$ cat src/hdl/rsc_pkg.sv
// Constants, types and the divisor helper function of the receiver and serial configuration bank.
// Assumes a single 125 MHz clock and a bus slave that places each register in one word.
package rsc_pkg;

   // Register indices as printed; the byte address is four times the index.
   localparam logic [7:0] IDX_PATH  = 8'h38;
   localparam logic [7:0] IDX_ANA   = 8'h39;
   localparam logic [7:0] IDX_SPEED = 8'h3b;
   localparam logic [7:0] IDX_TRIM  = 8'h3c;

   // Byte addresses seen on the bus.
   localparam int unsigned ADDR_W   = 10;
   localparam logic [9:0] ADDR_PATH  = {IDX_PATH, 2'b00};
   localparam logic [9:0] ADDR_ANA   = {IDX_ANA, 2'b00};
   localparam logic [9:0] ADDR_SPEED = {IDX_SPEED, 2'b00};
   localparam logic [9:0] ADDR_TRIM  = {IDX_TRIM, 2'b00};

   // Writable bit masks; reserved bits are cleared by these.
   localparam logic [7:0] PATH_MASK = 8'hf3;
   localparam logic [7:0] ANA_MASK  = 8'hcf;

   // Reset values of the four registers.
   localparam logic [7:0] PATH_RESET  = 8'h00;
   localparam logic [7:0] ANA_RESET   = 8'h00;
   localparam logic [7:0] SPEED_RESET = 8'h7a;
   localparam logic [7:0] TRIM_RESET  = 8'h00;

   // Bus response codes.
   localparam logic [1:0] RESP_OKAY   = 2'b00;
   localparam logic [1:0] RESP_SLVERR = 2'b10;

   // Rate figures in kHz: reference of the bit clock and the system clock.
   localparam int unsigned CLK_PERIOD_PS = 8000;
   localparam logic [31:0] REF_KHZ       = 32'd27120;
   localparam logic [31:0] CLK_KHZ       = 32'(1000000000 / CLK_PERIOD_PS);
   localparam logic [12:0] MANT_OFFSET   = 13'd33;

   // Character framing: start, data and stop bits, no parity.
   localparam int unsigned START_BITS = 1;
   localparam int unsigned DATA_BITS  = 8;
   localparam int unsigned STOP_BITS  = 1;
   localparam logic [3:0]  CHAR_LAST  = 4'(START_BITS + DATA_BITS + STOP_BITS - 1);

   // Signal source codes of the signal processing input.
   localparam logic [1:0] SRC_IDLE     = 2'h0;
   localparam logic [1:0] SRC_ANALOG   = 2'h1;
   localparam logic [1:0] SRC_ENVELOPE = 2'h2;
   localparam logic [1:0] SRC_GENERIC  = 2'h3;

   // Collision threshold codes.
   localparam logic [1:0] COLL_EIGHTH  = 2'h0;
   localparam logic [1:0] COLL_QUARTER = 2'h1;
   localparam logic [1:0] COLL_HALF    = 2'h2;
   localparam logic [1:0] COLL_OFF     = 2'h3;

   // Receiver path and analog settings as driven to the front end.
   typedef struct packed {
      logic       quasi_diff;              // Single positive receive pin mode.
      logic       low_power_card_detect;   // Converter in card detection mode.
      logic [1:0] signal_source_select;    // Source of the signal processing.
      logic [1:0] collision_threshold;     // Collision strength code.
      logic [1:0] factory_midvoltage_trim; // Factory trim, kept at zero by software.
      logic [1:0] hpcf_select;             // High-pass corner of the baseband amplifier.
      logic [1:0] gain_select;             // Baseband gain, higher code is more gain.
   } rsc_rx_cfg_t;

   // Serial speed register split into its two fields.
   typedef struct packed {
      logic [2:0] baud_exponent;           // Power of two part.
      logic [4:0] baud_mantissa;           // Linear part.
   } rsc_speed_t;

   // Divisor of the reference for a speed setting, in reference periods.
   function automatic logic [12:0] divisor(input rsc_speed_t s);
      logic [12:0] base;
      base = 13'(s.baud_mantissa) + MANT_OFFSET;
      if (s.baud_exponent == 3'd0) begin
         divisor = 13'(s.baud_mantissa) + 13'd1;
      end else begin
         divisor = 13'(base << (s.baud_exponent - 3'd1));
      end
   endfunction

endpackage

$ cat src/hdl/rsc_regs.sv
// Receiver path, receiver analog, host serial speed and oscillator trim registers.
// Assumes an AXI4-Lite master on clk and front end pins sampled through synchronisers.
//
// The implementer's own choice: the AXI4-Lite slave port.
`timescale 1ns/1ps

module rsc_regs (
   input  wire logic                  clk,
   input  wire logic                  arst_n,
   // AXI4-Lite write address channel.
   input  wire logic [9:0]            s_axi_awaddr,
   input  wire logic                  s_axi_awvalid,
   output logic                       s_axi_awready,
   // AXI4-Lite write data channel.
   input  wire logic [31:0]           s_axi_wdata,
   input  wire logic [3:0]            s_axi_wstrb,
   input  wire logic                  s_axi_wvalid,
   output logic                       s_axi_wready,
   // AXI4-Lite write response channel.
   output logic [1:0]                 s_axi_bresp,
   output logic                       s_axi_bvalid,
   input  wire logic                  s_axi_bready,
   // AXI4-Lite read address channel.
   input  wire logic [9:0]            s_axi_araddr,
   input  wire logic                  s_axi_arvalid,
   output logic                       s_axi_arready,
   // AXI4-Lite read data channel.
   output logic [31:0]                s_axi_rdata,
   output logic [1:0]                 s_axi_rresp,
   output logic                       s_axi_rvalid,
   input  wire logic                  s_axi_rready,
   // Settings driven to the analog receiver.
   output rsc_pkg::rsc_rx_cfg_t       rx_cfg,
   output logic [7:0]                 slow_osc_trim_value,
   // Candidate inputs of the signal processing unit, from pins.
   input  wire logic                  analog_rx_in,
   input  wire logic                  envelope_in,
   input  wire logic                  generic_in,
   output logic                       signal_proc_in,
   // Signal strengths from the converter, on clk.
   input  wire logic [7:0]            main_strength,
   input  wire logic [7:0]            secondary_strength,
   output logic                       collision,
   // Host serial bit clock towards the UART datapath.
   input  wire logic                  char_start,
   output logic                       char_busy,
   output logic                       bit_tick,
   output logic [3:0]                 bit_index
);

   // Configuration registers.
   logic [7:0]  path_q,   path_d;     // Receiver path select.
   logic [7:0]  ana_q,    ana_d;      // Receiver analog setup.
   logic [7:0]  speed_q,  speed_d;    // Host serial bit rate.
   logic [7:0]  trim_q,   trim_d;     // Slow oscillator trim.

   // Write channel state.
   logic        aw_held_q, aw_held_d; // Write address captured.
   logic [9:0]  awaddr_q,  awaddr_d;  // Captured write address.
   logic        w_held_q,  w_held_d;  // Write data captured.
   logic [7:0]  wdata_q,   wdata_d;   // Captured low data byte.
   logic        wstrb_q,   wstrb_d;   // Captured low byte lane enable.
   logic        bvalid_q,  bvalid_d;  // Write response pending.
   logic [1:0]  bresp_q,   bresp_d;   // Write response code.
   logic        commit;               // Both halves present, write now.

   // Read channel state.
   logic        rvalid_q,  rvalid_d;  // Read data pending.
   logic [31:0] rdata_q,   rdata_d;   // Read data word.
   logic [1:0]  rresp_q,   rresp_d;   // Read response code.

   // Front end pin synchronisers and derived outputs.
   logic [2:0]  sync1_q;              // First stage, read by second stage only.
   logic [2:0]  sync2_q;              // Second stage, safe to use.
   logic        sig_q,     sig_d;     // Routed signal processing input.
   logic        coll_q,    coll_d;    // Collision flag.

   // Channel readiness: one write and one read at a time.
   assign s_axi_awready = !aw_held_q && !bvalid_q;
   assign s_axi_wready  = !w_held_q && !bvalid_q;
   assign s_axi_arready = !rvalid_q;
   assign commit        = aw_held_q && w_held_q && !bvalid_q;

   assign s_axi_bvalid  = bvalid_q;
   assign s_axi_bresp   = bresp_q;
   assign s_axi_rvalid  = rvalid_q;
   assign s_axi_rdata   = rdata_q;
   assign s_axi_rresp   = rresp_q;

   // Fields of the two receiver registers towards the analog side, in one driver.
   assign rx_cfg = '{
      quasi_diff:              path_q[7],
      low_power_card_detect:   path_q[6],
      signal_source_select:    path_q[5:4],
      collision_threshold:     path_q[1:0],
      factory_midvoltage_trim: ana_q[7:6],
      hpcf_select:             ana_q[3:2],
      gain_select:             ana_q[1:0]
   };
   assign slow_osc_trim_value            = trim_q;
   assign signal_proc_in                 = sig_q;
   assign collision                      = coll_q;

   // Read decode of one register word; unmapped addresses give no data.
   function automatic logic [7:0] read_mux(input logic [9:0] a);
      unique case (a)
         rsc_pkg::ADDR_PATH:  read_mux = path_q;
         rsc_pkg::ADDR_ANA:   read_mux = ana_q;
         rsc_pkg::ADDR_SPEED: read_mux = speed_q;
         rsc_pkg::ADDR_TRIM:  read_mux = trim_q;
         default:             read_mux = 8'h00;
      endcase
   endfunction

   // True when the address selects one of the four registers.
   function automatic logic mapped(input logic [9:0] a);
      mapped = (a == rsc_pkg::ADDR_PATH) || (a == rsc_pkg::ADDR_ANA) ||
               (a == rsc_pkg::ADDR_SPEED) || (a == rsc_pkg::ADDR_TRIM);
   endfunction

   // Next values of the write channel and the register contents.
   always_comb begin
      aw_held_d = aw_held_q;
      awaddr_d  = awaddr_q;
      w_held_d  = w_held_q;
      wdata_d   = wdata_q;
      wstrb_d   = wstrb_q;
      bvalid_d  = bvalid_q;
      bresp_d   = bresp_q;
      path_d    = path_q;
      ana_d     = ana_q;
      speed_d   = speed_q;
      trim_d    = trim_q;
      // Address and data are taken independently, in either order.
      if (s_axi_awvalid && s_axi_awready) begin
         aw_held_d = 1'b1;
         awaddr_d  = s_axi_awaddr;
      end
      if (s_axi_wvalid && s_axi_wready) begin
         w_held_d = 1'b1;
         wdata_d  = s_axi_wdata[7:0];
         wstrb_d  = s_axi_wstrb[0];
      end
      // With both halves present the write is answered; the register is updated only if the low lane is enabled.
      if (commit) begin
         aw_held_d = 1'b0;
         w_held_d  = 1'b0;
         bvalid_d  = 1'b1;
         bresp_d   = mapped(awaddr_q) ? rsc_pkg::RESP_OKAY : rsc_pkg::RESP_SLVERR;
         if (wstrb_q) begin
            unique case (awaddr_q)
               rsc_pkg::ADDR_PATH:  path_d  = wdata_q & rsc_pkg::PATH_MASK;
               rsc_pkg::ADDR_ANA:   ana_d   = wdata_q & rsc_pkg::ANA_MASK;
               rsc_pkg::ADDR_SPEED: speed_d = wdata_q;
               rsc_pkg::ADDR_TRIM:  trim_d  = wdata_q;
               default:             path_d  = path_q;
            endcase
         end
      end
      // The response leaves once the master takes it.
      if (bvalid_q && s_axi_bready) begin
         bvalid_d = 1'b0;
      end
   end

   // Write channel and register storage.
   always_ff @(posedge clk or negedge arst_n) begin
      if (!arst_n) begin
         aw_held_q <= 1'b0;
         awaddr_q  <= 10'h000;
         w_held_q  <= 1'b0;
         wdata_q   <= 8'h00;
         wstrb_q   <= 1'b0;
         bvalid_q  <= 1'b0;
         bresp_q   <= rsc_pkg::RESP_OKAY;
         path_q    <= rsc_pkg::PATH_RESET;
         ana_q     <= rsc_pkg::ANA_RESET;
         speed_q   <= rsc_pkg::SPEED_RESET;
         trim_q    <= rsc_pkg::TRIM_RESET;
      end else begin
         aw_held_q <= aw_held_d;
         awaddr_q  <= awaddr_d;
         w_held_q  <= w_held_d;
         wdata_q   <= wdata_d;
         wstrb_q   <= wstrb_d;
         bvalid_q  <= bvalid_d;
         bresp_q   <= bresp_d;
         path_q    <= path_d;
         ana_q     <= ana_d;
         speed_q   <= speed_d;
         trim_q    <= trim_d;
      end
   end

   // Next values of the read channel; data are latched at the address handshake.
   always_comb begin
      rvalid_d = rvalid_q;
      rdata_d  = rdata_q;
      rresp_d  = rresp_q;
      if (s_axi_arvalid && s_axi_arready) begin
         rvalid_d = 1'b1;
         rdata_d  = {24'h00_0000, read_mux(s_axi_araddr)};
         rresp_d  = mapped(s_axi_araddr) ? rsc_pkg::RESP_OKAY : rsc_pkg::RESP_SLVERR;
      end else if (rvalid_q && s_axi_rready) begin
         rvalid_d = 1'b0;
      end
   end

   // Read channel registers.
   always_ff @(posedge clk or negedge arst_n) begin
      if (!arst_n) begin
         rvalid_q <= 1'b0;
         rdata_q  <= 32'h0000_0000;
         rresp_q  <= rsc_pkg::RESP_OKAY;
      end else begin
         rvalid_q <= rvalid_d;
         rdata_q  <= rdata_d;
         rresp_q  <= rresp_d;
      end
   end

   // Two-stage synchroniser of the three pin inputs.
   always_ff @(posedge clk or negedge arst_n) begin
      if (!arst_n) begin
         sync1_q <= 3'b000;
         sync2_q <= 3'b000;
      end else begin
         sync1_q <= {generic_in, envelope_in, analog_rx_in};
         sync2_q <= sync1_q;
      end
   end

   // Source routing and collision decision from the current settings.
   always_comb begin
      sig_d  = 1'b0;
      coll_d = 1'b0;
      unique case (path_q[5:4])
         rsc_pkg::SRC_IDLE:     sig_d = 1'b0;
         rsc_pkg::SRC_ANALOG:   sig_d = sync2_q[0];
         rsc_pkg::SRC_ENVELOPE: sig_d = sync2_q[1];
         rsc_pkg::SRC_GENERIC:  sig_d = sync2_q[2];
      endcase
      unique case (path_q[1:0])
         rsc_pkg::COLL_EIGHTH:  coll_d = secondary_strength >= (main_strength >> 3);
         rsc_pkg::COLL_QUARTER: coll_d = secondary_strength >= (main_strength >> 2);
         rsc_pkg::COLL_HALF:    coll_d = secondary_strength >= (main_strength >> 1);
         rsc_pkg::COLL_OFF:     coll_d = 1'b0;
      endcase
   end

   // Routed signal and collision flag registers.
   always_ff @(posedge clk or negedge arst_n) begin
      if (!arst_n) begin
         sig_q  <= 1'b0;
         coll_q <= 1'b0;
      end else begin
         sig_q  <= sig_d;
         coll_q <= coll_d;
      end
   end

   // Bit clock generator, fed from the serial speed register.
   rsc_baud_gen i_rsc_baud_gen (
      .clk        (clk),
      .arst_n     (arst_n),
      .speed      (rsc_pkg::rsc_speed_t'(speed_q)),
      .char_start (char_start),
      .char_busy  (char_busy),
      .bit_tick   (bit_tick),
      .bit_index  (bit_index)
   );

   AST_PATH_RSVD: assert property (@(posedge clk) disable iff (!arst_n)
      commit && wstrb_q && (awaddr_q == rsc_pkg::ADDR_PATH)
      |=> (path_q[3:2] == 2'b00) && (path_q[7:4] == $past(wdata_q[7:4])))
      else $error("Receiver path write stored wrong bits.");

   AST_ANA_RSVD: assert property (@(posedge clk) disable iff (!arst_n)
      s_axi_arvalid && s_axi_arready && (s_axi_araddr == rsc_pkg::ADDR_ANA)
      |=> s_axi_rvalid && (s_axi_rdata[5:4] == 2'b00))
      else $error("Reserved analog bits did not read as zero.");

   // idle source gives a quiet input.
   AST_SRC_IDLE: assert property (@(posedge clk) disable iff (!arst_n)
      (path_q[5:4] == rsc_pkg::SRC_IDLE) |=> !signal_proc_in)
      else $error("Signal input active while source is idle.");

   AST_COLL_OFF: assert property (@(posedge clk) disable iff (!arst_n)
      (path_q[1:0] == rsc_pkg::COLL_OFF) |=> !collision)
      else $error("Collision flagged while detection is off.");

   AST_COLL_HALF: assert property (@(posedge clk) disable iff (!arst_n)
      (path_q[1:0] == rsc_pkg::COLL_HALF)
      |=> collision == ($past(secondary_strength) >= ($past(main_strength) >> 1)))
      else $error("Half strength collision decision wrong.");

   AST_GAIN_WRITE: assert property (@(posedge clk) disable iff (!arst_n)
      commit && wstrb_q && (awaddr_q == rsc_pkg::ADDR_ANA)
      |=> (rx_cfg.gain_select == $past(wdata_q[1:0])) && s_axi_bvalid)
      else $error("Gain select did not follow the analog write.");

   AST_TRIM_WRITE: assert property (@(posedge clk) disable iff (!arst_n)
      commit && wstrb_q && (awaddr_q == rsc_pkg::ADDR_TRIM)
      |=> slow_osc_trim_value == $past(wdata_q))
      else $error("Oscillator trim did not follow the write.");

   // speed keeps its code until written.
   AST_SPEED_HOLD: assert property (@(posedge clk) disable iff (!arst_n)
      !(commit && (awaddr_q == rsc_pkg::ADDR_SPEED)) |=> $stable(speed_q))
      else $error("Serial speed changed without a write.");

endmodule

$ cat src/hdl/rsc_baud_gen.sv
// Bit clock generator of the host serial port, with character framing count.
// Assumes the UART datapath pulses char_start on the system clock and uses bit_tick.
`timescale 1ns/1ps
module rsc_baud_gen (
   input  wire logic              clk,
   input  wire logic              arst_n,
   input  wire rsc_pkg::rsc_speed_t speed,
   input  wire logic              char_start,
   output logic                   char_busy,
   output logic                   bit_tick,
   output logic [3:0]             bit_index
);

   // Character sequencing states.
   typedef enum logic {ST_IDLE, ST_RUN} rsc_baud_st_t;

   rsc_baud_st_t st_q,   st_d;    // Character state.
   logic [12:0]  div_q,  div_d;   // Divisor in force for this character.
   logic [31:0]  acc_q,  acc_d;   // Phase accumulator in kHz units.
   logic [3:0]   cnt_q,  cnt_d;   // Bit position within the character.
   logic         tick_q, tick_d;  // Registered bit strobe.
   logic [31:0]  thr;             // Accumulator threshold for one bit.
   logic [31:0]  sum;             // Accumulator plus one reference step.

   assign thr       = 32'(div_q) * rsc_pkg::CLK_KHZ;
   assign sum       = acc_q + rsc_pkg::REF_KHZ;
   assign char_busy = (st_q == ST_RUN);
   assign bit_tick  = tick_q;
   assign bit_index = cnt_q;

   // Next state: divisor follows software only while no character runs.
   always_comb begin
      st_d   = st_q;
      div_d  = div_q;
      acc_d  = acc_q;
      cnt_d  = cnt_q;
      tick_d = 1'b0;
      unique case (st_q)
         ST_IDLE: begin
            div_d = rsc_pkg::divisor(speed);
            acc_d = 32'd0;
            cnt_d = 4'd0;
            if (char_start) begin
               st_d = ST_RUN;
            end
         end
         ST_RUN: begin
            if (sum >= thr) begin
               acc_d  = sum - thr;
               tick_d = 1'b1;
               if (cnt_q == rsc_pkg::CHAR_LAST) begin
                  st_d  = ST_IDLE;
                  cnt_d = 4'd0;
               end else begin
                  cnt_d = cnt_q + 4'd1;
               end
            end else begin
               acc_d = sum;
            end
         end
      endcase
   end

   // State registers.
   always_ff @(posedge clk or negedge arst_n) begin
      if (!arst_n) begin
         st_q   <= ST_IDLE;
         div_q  <= 13'd1;
         acc_q  <= 32'd0;
         cnt_q  <= 4'd0;
         tick_q <= 1'b0;
      end else begin
         st_q   <= st_d;
         div_q  <= div_d;
         acc_q  <= acc_d;
         cnt_q  <= cnt_d;
         tick_q <= tick_d;
      end
   end

   AST_DIV_FROZEN: assert property (@(posedge clk) disable iff (!arst_n)
      (st_q == ST_RUN) && $past(st_q == ST_RUN) |-> $stable(div_q))
      else $error("Divisor changed inside a character.");

   AST_FRAME_LEN: assert property (@(posedge clk) disable iff (!arst_n)
      $fell(char_busy) |-> bit_tick && ($past(cnt_q) == rsc_pkg::CHAR_LAST))
      else $error("Character did not end on its tenth bit.");

   AST_TICK_SPACING: assert property (@(posedge clk) disable iff (!arst_n)
      bit_tick |=> !bit_tick [*3])
      else $error("Bit ticks closer than the reference allows.");

endmodule

$ cat config.mk
export PLATFORM = sky130hd
export DESIGN_NAME = rsc_regs
export DESIGN_NICKNAME = d
export VERILOG_FILES = /design/src/hdl/rsc_pkg.sv /design/src/hdl/rsc_regs.sv /design/src/hdl/rsc_baud_gen.sv
export SDC_FILE = /design/constraint.sdc
export NUM_CORES = 1
export LEC_CHECK = 0
export BUFFER_PORTS_ARGS = -buffer_cell sky130_fd_sc_hd__buf_4
export CORE_ASPECT_RATIO = 2
export CORE_MARGIN = 10
export CORE_UTILIZATION = 45
export DETAILED_ROUTE_END_ITERATION = 8
export PLACE_DENSITY_LB_ADDON = 0.08
export REMOVE_ABC_BUFFERS = 1
export SETUP_SLACK_MARGIN = 0.3
export SYNTH_ARGS = -nofsm -noshare
export SYNTH_HDL_FRONTEND = slang
export SYNTH_SLANG_ARGS = --single-unit
$ cat constraint.sdc
create_clock -name clk -period 7.7 [get_ports clk]
set_input_delay 0.385 -clock clk [delete_from_list [all_inputs] [get_ports clk]]
set_output_delay 0.385 -clock clk [all_outputs]
set_load 0.02 [all_outputs]
==> flow_metrics.env, run 1 <==
export IMPL_routed_via_density=5.38
export IMPL_initial_core_util_pct=45.6
export IMPL_fin_skew_ns=0.0108
export IMPL_clk_insertion_delay_late_ns=0.44
export IMPL_maxCapViolCount=0
export IMPL_die_height_um=237
export IMPL_netlist_cell_type_count=74
export IMPL_endpoint_kind="flip-flop"
export IMPL_outcome="finished, final reports clean"
export IMPL_overflow=0
export IMPL_cts_buffers_inserted=17
export IMPL_startpoint="i_rsc_baud_gen.div_q[1]$_DFFE_PN0N_"
export IMPL_final_period_utilization_pct=92.4
export IMPL_worst_setup_path_start_kind="flip-flop"
export IMPL_critPathKind="reg2reg"
export IMPL_track_usage_pct=18.5
export IMPL_slew_viol_final=0
export IMPL_clk_pin_slew_worst_paths_ns=0.06
export IMPL_die_x_um=129
export IMPL_seq_area_frac_synth_pct=27.7
export IMPL_timing_final_crit_period_ns=7.12
export IMPL_n_fill_cell=2188
export IMPL_path_buf_inv=6
export IMPL_wl_per_cell_um=17.7
export IMPL_syn_area_per_cell_um2=9.26
export IMPL_fmax_mhz=141
export IMPL_cts_tree="built"
export IMPL_drtIter0Drc=258
export IMPL_setup_viol_count_final=0
export IMPL_drc=0
export IMPL_coreArea_mm2=0.0232
export IMPL_ant_nets=0
export IMPL_num_rows=79
export IMPL_path_max_fanout=7
export IMPL_wirelength_um=27700
export IMPL_synthArstFlopShare_pct=100
export IMPL_worst_pin_slew_ns=1.19
export IMPL_place_congestion=0.892
export IMPL_ys_ff_latch=117
export IMPL_r2r_slack_ns=0.58
export IMPL_clock_sinks=117
export IMPL_antenna_found_initial=0
export IMPL_slowest_delay_ns=0.58
export IMPL_ys_warn_count=0
export IMPL_synth_main_ff_cell="dfrtp_1"
export IMPL_grt_pass1_vias=8952
export IMPL_synthTopCellsByArea="dfrtp_1 26%, ha_1 16%, fa_1 7.9%"
export IMPL_top_level_ports=152
export IMPL_crit_arrival_ns=7.49
export IMPL_nets=1527
export IMPL_synthesis_area_mm2=0.0106
export IMPL_postSynthCellCount=1144
export IMPL_clk_path_buf_depth=2
export IMPL_dr_pass1_iters=5
export IMPL_vias=8393
export IMPL_crit_family="adder cells"
export IMPL_hp_start="analog_rx_in"
export IMPL_synth_edff_count=0
export IMPL_drive_above_1_share_pct=19.2
export IMPL_hold_violations=0
export IMPL_area_growth_pct=16.5
export IMPL_port_buffers=97
export IMPL_required_ns=8.07
export IMPL_rsz0062_at_grt="false"
export IMPL_synth_top_area_share_pct=26.2
export IMPL_hold_class="in2reg"
export IMPL_slew_headroom_pct=19.8
export IMPL_yosysTopAreaCell="dfrtp_1"
export IMPL_grt_pass1_wl_um=44800
export IMPL_cp_slowest_cell="fa_1"
export IMPL_cts_root_buf="clkbuf_16"
export IMPL_fp_dieArea_mm2=0.0305
export IMPL_htreeDepth=4
export IMPL_tns_ns=0
export IMPL_insertedDiodeCount=0
export IMPL_dp_hpwl_um=22800
export IMPL_grt_max_degree=76
export IMPL_regToRegStartpoint="i_rsc_baud_gen.div_q[1]$_DFFE_PN0N_"
kinds of logic (layout without fill, tap and decap cells):
logic type,after synthesis,after routing,synth area share (%)
AND/OR/NAND/NOR,299,299,13.5
AO/OA/AOI/OAI,232,232,14.3
adder cells (fa/ha/maj),180,180,24.2
buffers and inverters,175,283,7.15
flip-flops,117,117,27.7
XOR/XNOR,72,72,5.95
multiplexers,68,68,7.13
other,1,26,0.0354
final cells by class:
type	instances	area (µm²)	area share (%)
repair buffers	124	933	7.56
flip-flops and latches	117	2940	23.8
multi-input cells	877	7060	57.2
well taps	283	354	2.87
clock inverters	13	145	1.18
clock buffers	19	443	3.59
inverters	127	477	3.86
cell usage in the layout, fill, tap and decap left out, types with 10 or more instances in the layout:
| master | instances |
|---|---|
| a211oi_1 | 10 |
| a21o_1 | 25 |
| a21oi_1 | 74 |
| buf_4 | 123 |
| clkbuf_16 | 17 |
| conb_1 | 26 |
| dfrtp_1 | 111 |
| fa_1 | 42 |
| ha_1 | 136 |
| inv_1 | 126 |
| mux2_2 | 60 |
| nand2_1 | 112 |
| nand2b_1 | 14 |
| nand3_1 | 17 |
| nand4_1 | 10 |
| nor2_1 | 69 |
| nor2b_1 | 12 |
| nor3_1 | 15 |
| o21ai_0 | 48 |
| xnor2_1 | 47 |
| xor2_1 | 25 |
per-stage QoR:
stage	cell area (µm²)	hold WS [ns]	cells	util (%)	setup WS, ns
6_report	12300	0.0569	1560	53.2	0.583
5_1_grt	12300	0.0382	1560	53.2	0.270
4_1_cts	12300	0.0408	1556	52.8	0.338
3_5_place_dp	11700	0.336	1523	50.2	0.246
3_3_place_gp	11700	0.334	1523	50.2	0.315
2_1_floorplan	10400	0.0894	1121	-	0.484
worst reg2reg max path, delay by kind of cell (launching register included):
kind	cells	cell delay, ns
AOI/OAI and AO/OA	10	2.07
xor gates and xnor gates	1	0.11
adders and majority gates	7	3.07
buffers and inverters	6	0.61
DFF	1	0.39
and+or+nand+nor	4	0.81
Yosys cell counts (all sizes together) (14+ instances only):
cell type / n
ha: 138
nand2b: 14
a21o: 25
dfrtp: 111
buf: 29
clkbuf: 19
nor2: 70
o21ai: 49
a21oi: 77
nand3: 18
inv: 126
xor2: 25
nand2: 112
nor3: 17
xnor2: 47
fa: 42
mux2: 60
registers in the layout, indices dropped and copies added, names as in the netlist, 3 cells and up:
signal                    flops
ana_q                         6
awaddr_q                     10
i_rsc_baud_gen.acc_q         29
i_rsc_baud_gen.bit_index      4
i_rsc_baud_gen.div_q         13
path_q                        6
s_axi_rdata                   8
slow_osc_trim_value           8
speed_q                       8
sync1_q                       3
sync2_q                       3
wdata_q                       8
timing repair:
action / 4_1_cts / 5_1_grt
hold buffers: 1 / 0
resized for setup: 2 / 10
endpoints found under the hold margin: 42 / 0
pin swaps: 0 / 5
setup endpoints to repair: 19 / 32
setup buffers: 0 / 4
metal layers:
metal | share of wire (%) | vias to the layer above | global-route usage, %
met2 | 59 | 147 | 37.4
met1 | 33 | 4039 | 16.4
met4 | 4.0 | 0 | 8.27
met3 | 3.3 | 49 | 3.85
li1 | - | 4158 | -
met5 | 0 | - | 0
worst paths after layout:
| kind | endpoint | cells past startpoint |
|---|---|---|
| min in group asynchronous | awaddr_q[1]$_DFFE_PN0P_ | 2 |
| max in group asynchronous | s_axi_rdata[1]$_DFFE_PN0P_ | 3 |
| min reg2reg | sync2_q[1]$_DFF_PN0_ | 0 |
| max reg2reg | i_rsc_baud_gen.acc_q[30]$_DFF_PN0_ | 28 |
| min | sync1_q[0]$_DFF_PN0_ | 1 |
| max | i_rsc_baud_gen.acc_q[30]$_DFF_PN0_ | 28 |
Power of run 1 is left out: the tool's default activity adds up to more than one toggle a clock period on the data nets, which glitch-free logic cannot reach.
==> run 2, diff against run 1 <==
==> constraint.sdc (replaced) <==
create_clock -name clk -period 7.7 [get_ports clk]
set_input_delay 0.77 -clock clk [delete_from_list [all_inputs] [get_ports clk]]
set_output_delay 0.77 -clock clk [all_outputs]
set_load 0.02 [all_outputs]
==> run 2 against run 1 <==
Against the previous run: die area unchanged; clock-buffer cell count unchanged; final cell count down 0.13%; critical endpoint unchanged; clock skew up 0.0027 ns; sequential share of layout area about the same; via count up 1.1%; non-clock buffer count down 2; first-iteration DRC count up 28%; setup slack worse by 0.021 ns; critical path depth unchanged; wire length down 0.34%.
==> flow_metrics.env, run 2 (same netlist as run 1, synthesis figures left out) <==
export IMPL_outcome="finished, final reports clean"
export IMPL_area_growth_pct=16.3
export IMPL_path_buf_inv=6
export IMPL_tns_ns=0
export IMPL_insertedDiodeCount=0
export IMPL_ant_nets=0
export IMPL_top_level_ports=152
export IMPL_endpoint_kind="flip-flop"
export IMPL_cts_root_buf="clkbuf_16"
export IMPL_rsz0062_at_grt="false"
export IMPL_ctsHoldBuffers=0
export IMPL_grt_pass1_wl_um=44800
export IMPL_fp_dieArea_mm2=0.0305
export IMPL_n_fill_cell=2182
export IMPL_maxCapViolCount=0
export IMPL_hold_class="in2async"
export IMPL_crit_family="adder cells"
export IMPL_slew_viol_final=0
export IMPL_clock_sinks=117
export IMPL_vias=8489
export IMPL_clk_insertion_delay_late_ns=0.43
export IMPL_dr_pass1_iters=5
export IMPL_hold_slack_ns=0.346
export IMPL_layout_commonest_cell="ha_1"
export IMPL_setup_slack_ns=0.562
export IMPL_coreArea_mm2=0.0232
export IMPL_slew_headroom_pct=24.0
export IMPL_nets=1525
export IMPL_path_max_fanout=7
export IMPL_timing_final_crit_period_ns=7.14
export IMPL_slowest_delay_ns=0.58
export IMPL_drive_above_1_share_pct=19.2
export IMPL_cts_buffers_inserted=17
export IMPL_grt_max_degree=75
export IMPL_dp_hpwl_um=22800
export IMPL_wirelength_um=27600
export IMPL_cts_tree="built"
export IMPL_dp_cells=1523
export IMPL_regToRegStartpoint="i_rsc_baud_gen.div_q[1]$_DFFE_PN0N_"
export IMPL_drtIter0Drc=329
export IMPL_fin_cells=1558
export IMPL_top_register="i_rsc_baud_gen.acc_q"
export IMPL_critPathKind="reg2reg"
export IMPL_final_period_utilization_pct=92.7
export IMPL_drc=0
export IMPL_worst_setup_path_start_kind="flip-flop"
export IMPL_clk_path_buf_depth=2
export IMPL_clk_pin_slew_worst_paths_ns=0.06
export IMPL_place_congestion=0.898
export IMPL_worst_pin_slew_ns=1.13
export IMPL_hold_violations=0
export IMPL_htreeDepth=4
export IMPL_crit_arrival_ns=7.51
export IMPL_die_x_um=129
export IMPL_routed_via_density=5.45
export IMPL_track_usage_pct=18.6
export IMPL_grt_pass1_vias=9113
export IMPL_required_ns=8.07
export IMPL_overflow=0
export IMPL_num_rows=79
export IMPL_port_buffers=97
export IMPL_setup_viol_count_final=0
export IMPL_cp_slowest_cell="fa_1"
export IMPL_fmax_mhz=140
export IMPL_die_height_um=237
export IMPL_largest_register_ffs=29
export IMPL_antenna_found_initial=0
export IMPL_fin_skew_ns=0.0135
export IMPL_most_common_layout_cells="136 x ha_1, 126 x inv_1, 122 x buf_4"
export IMPL_post_place_ws_ns=0.143
export IMPL_wl_per_cell_um=17.7
export IMPL_startpoint="i_rsc_baud_gen.div_q[1]$_DFFE_PN0N_"
export IMPL_initial_core_util_pct=45.6
export IMPL_regArea_mm2=0.00294
export IMPL_multi_input_area_mm2=0.00706
export IMPL_reg_largest_list="i_rsc_baud_gen.acc_q x29, i_rsc_baud_gen.div_q x13, awaddr_q x10"
-- run 2: path summary, 6_finish.rpt --
| check | endpoint | slack (ns) | cells after the start |
|---|---|---|---|
| setup / recovery | i_rsc_baud_gen.acc_q[30]$_DFF_PN0_ | 0.56 | 28 |
| hold / removal | i_rsc_baud_gen.bit_index[3]$_DFFE_PN0P_ | 0.35 | 1 |
| setup reg to reg | i_rsc_baud_gen.acc_q[30]$_DFF_PN0_ | 0.56 | 28 |
| hold reg to reg | sync2_q[2]$_DFF_PN0_ | 0.35 | 0 |
| max in group asynchronous | s_axi_rdata[1]$_DFFE_PN0P_ | 5.99 | 2 |
| min in group clk | sync2_q[2]$_DFF_PN0_ | 0.35 | 0 |
-- run 2: layer usage --
layer  vias up  part of all wire, %  GRT usage, %  wire length (µm)
met3        54                  3.1          3.80               866
met1      4109                   33          16.0              9160
met5         -                    0             0                 0
met2       161                   59          37.7             16400
li1       4165                    -             -                 -
met4         0                  4.3          8.91              1190
-- run 2: layout make-up --
type | count | share of cell area [%]
Multi-Input combinational cell | 877 | 57.3
Sequential cell | 117 | 23.8
Timing Repair Buffer | 122 | 7.43
Inverter | 127 | 3.87
Clock buffer | 19 | 3.59
Tap cell | 283 | 2.87
Clock inverter | 13 | 1.11
-- run 2: per-stage QoR --
stage,util [%],area [µm²]
floorplan,-,10400
global placement,50.2,11700
detailed placement,50.2,11700
CTS,52.8,12300
global route,53.1,12300
finish,53.1,12300
-- run 2: repair_timing --
action | CTS | global route
endpoints found under the setup margin | 21 | 34
buffers inserted | 0 | 3
pin swaps | 0 | 3
gates resized for setup | 4 | 9
-- run 2: worst register-to-register path: cells and delay by family, from the launching register on --
| kind | cells | cell delay (ns) |
|---|---|---|
| fa+ha+maj | 7 | 3.12 |
| simple gates | 9 | 1.72 |
| compound gates | 6 | 1.23 |
| buf+inv | 6 | 0.60 |
| flops | 1 | 0.40 |
Power of run 2 is left out for the same reason.
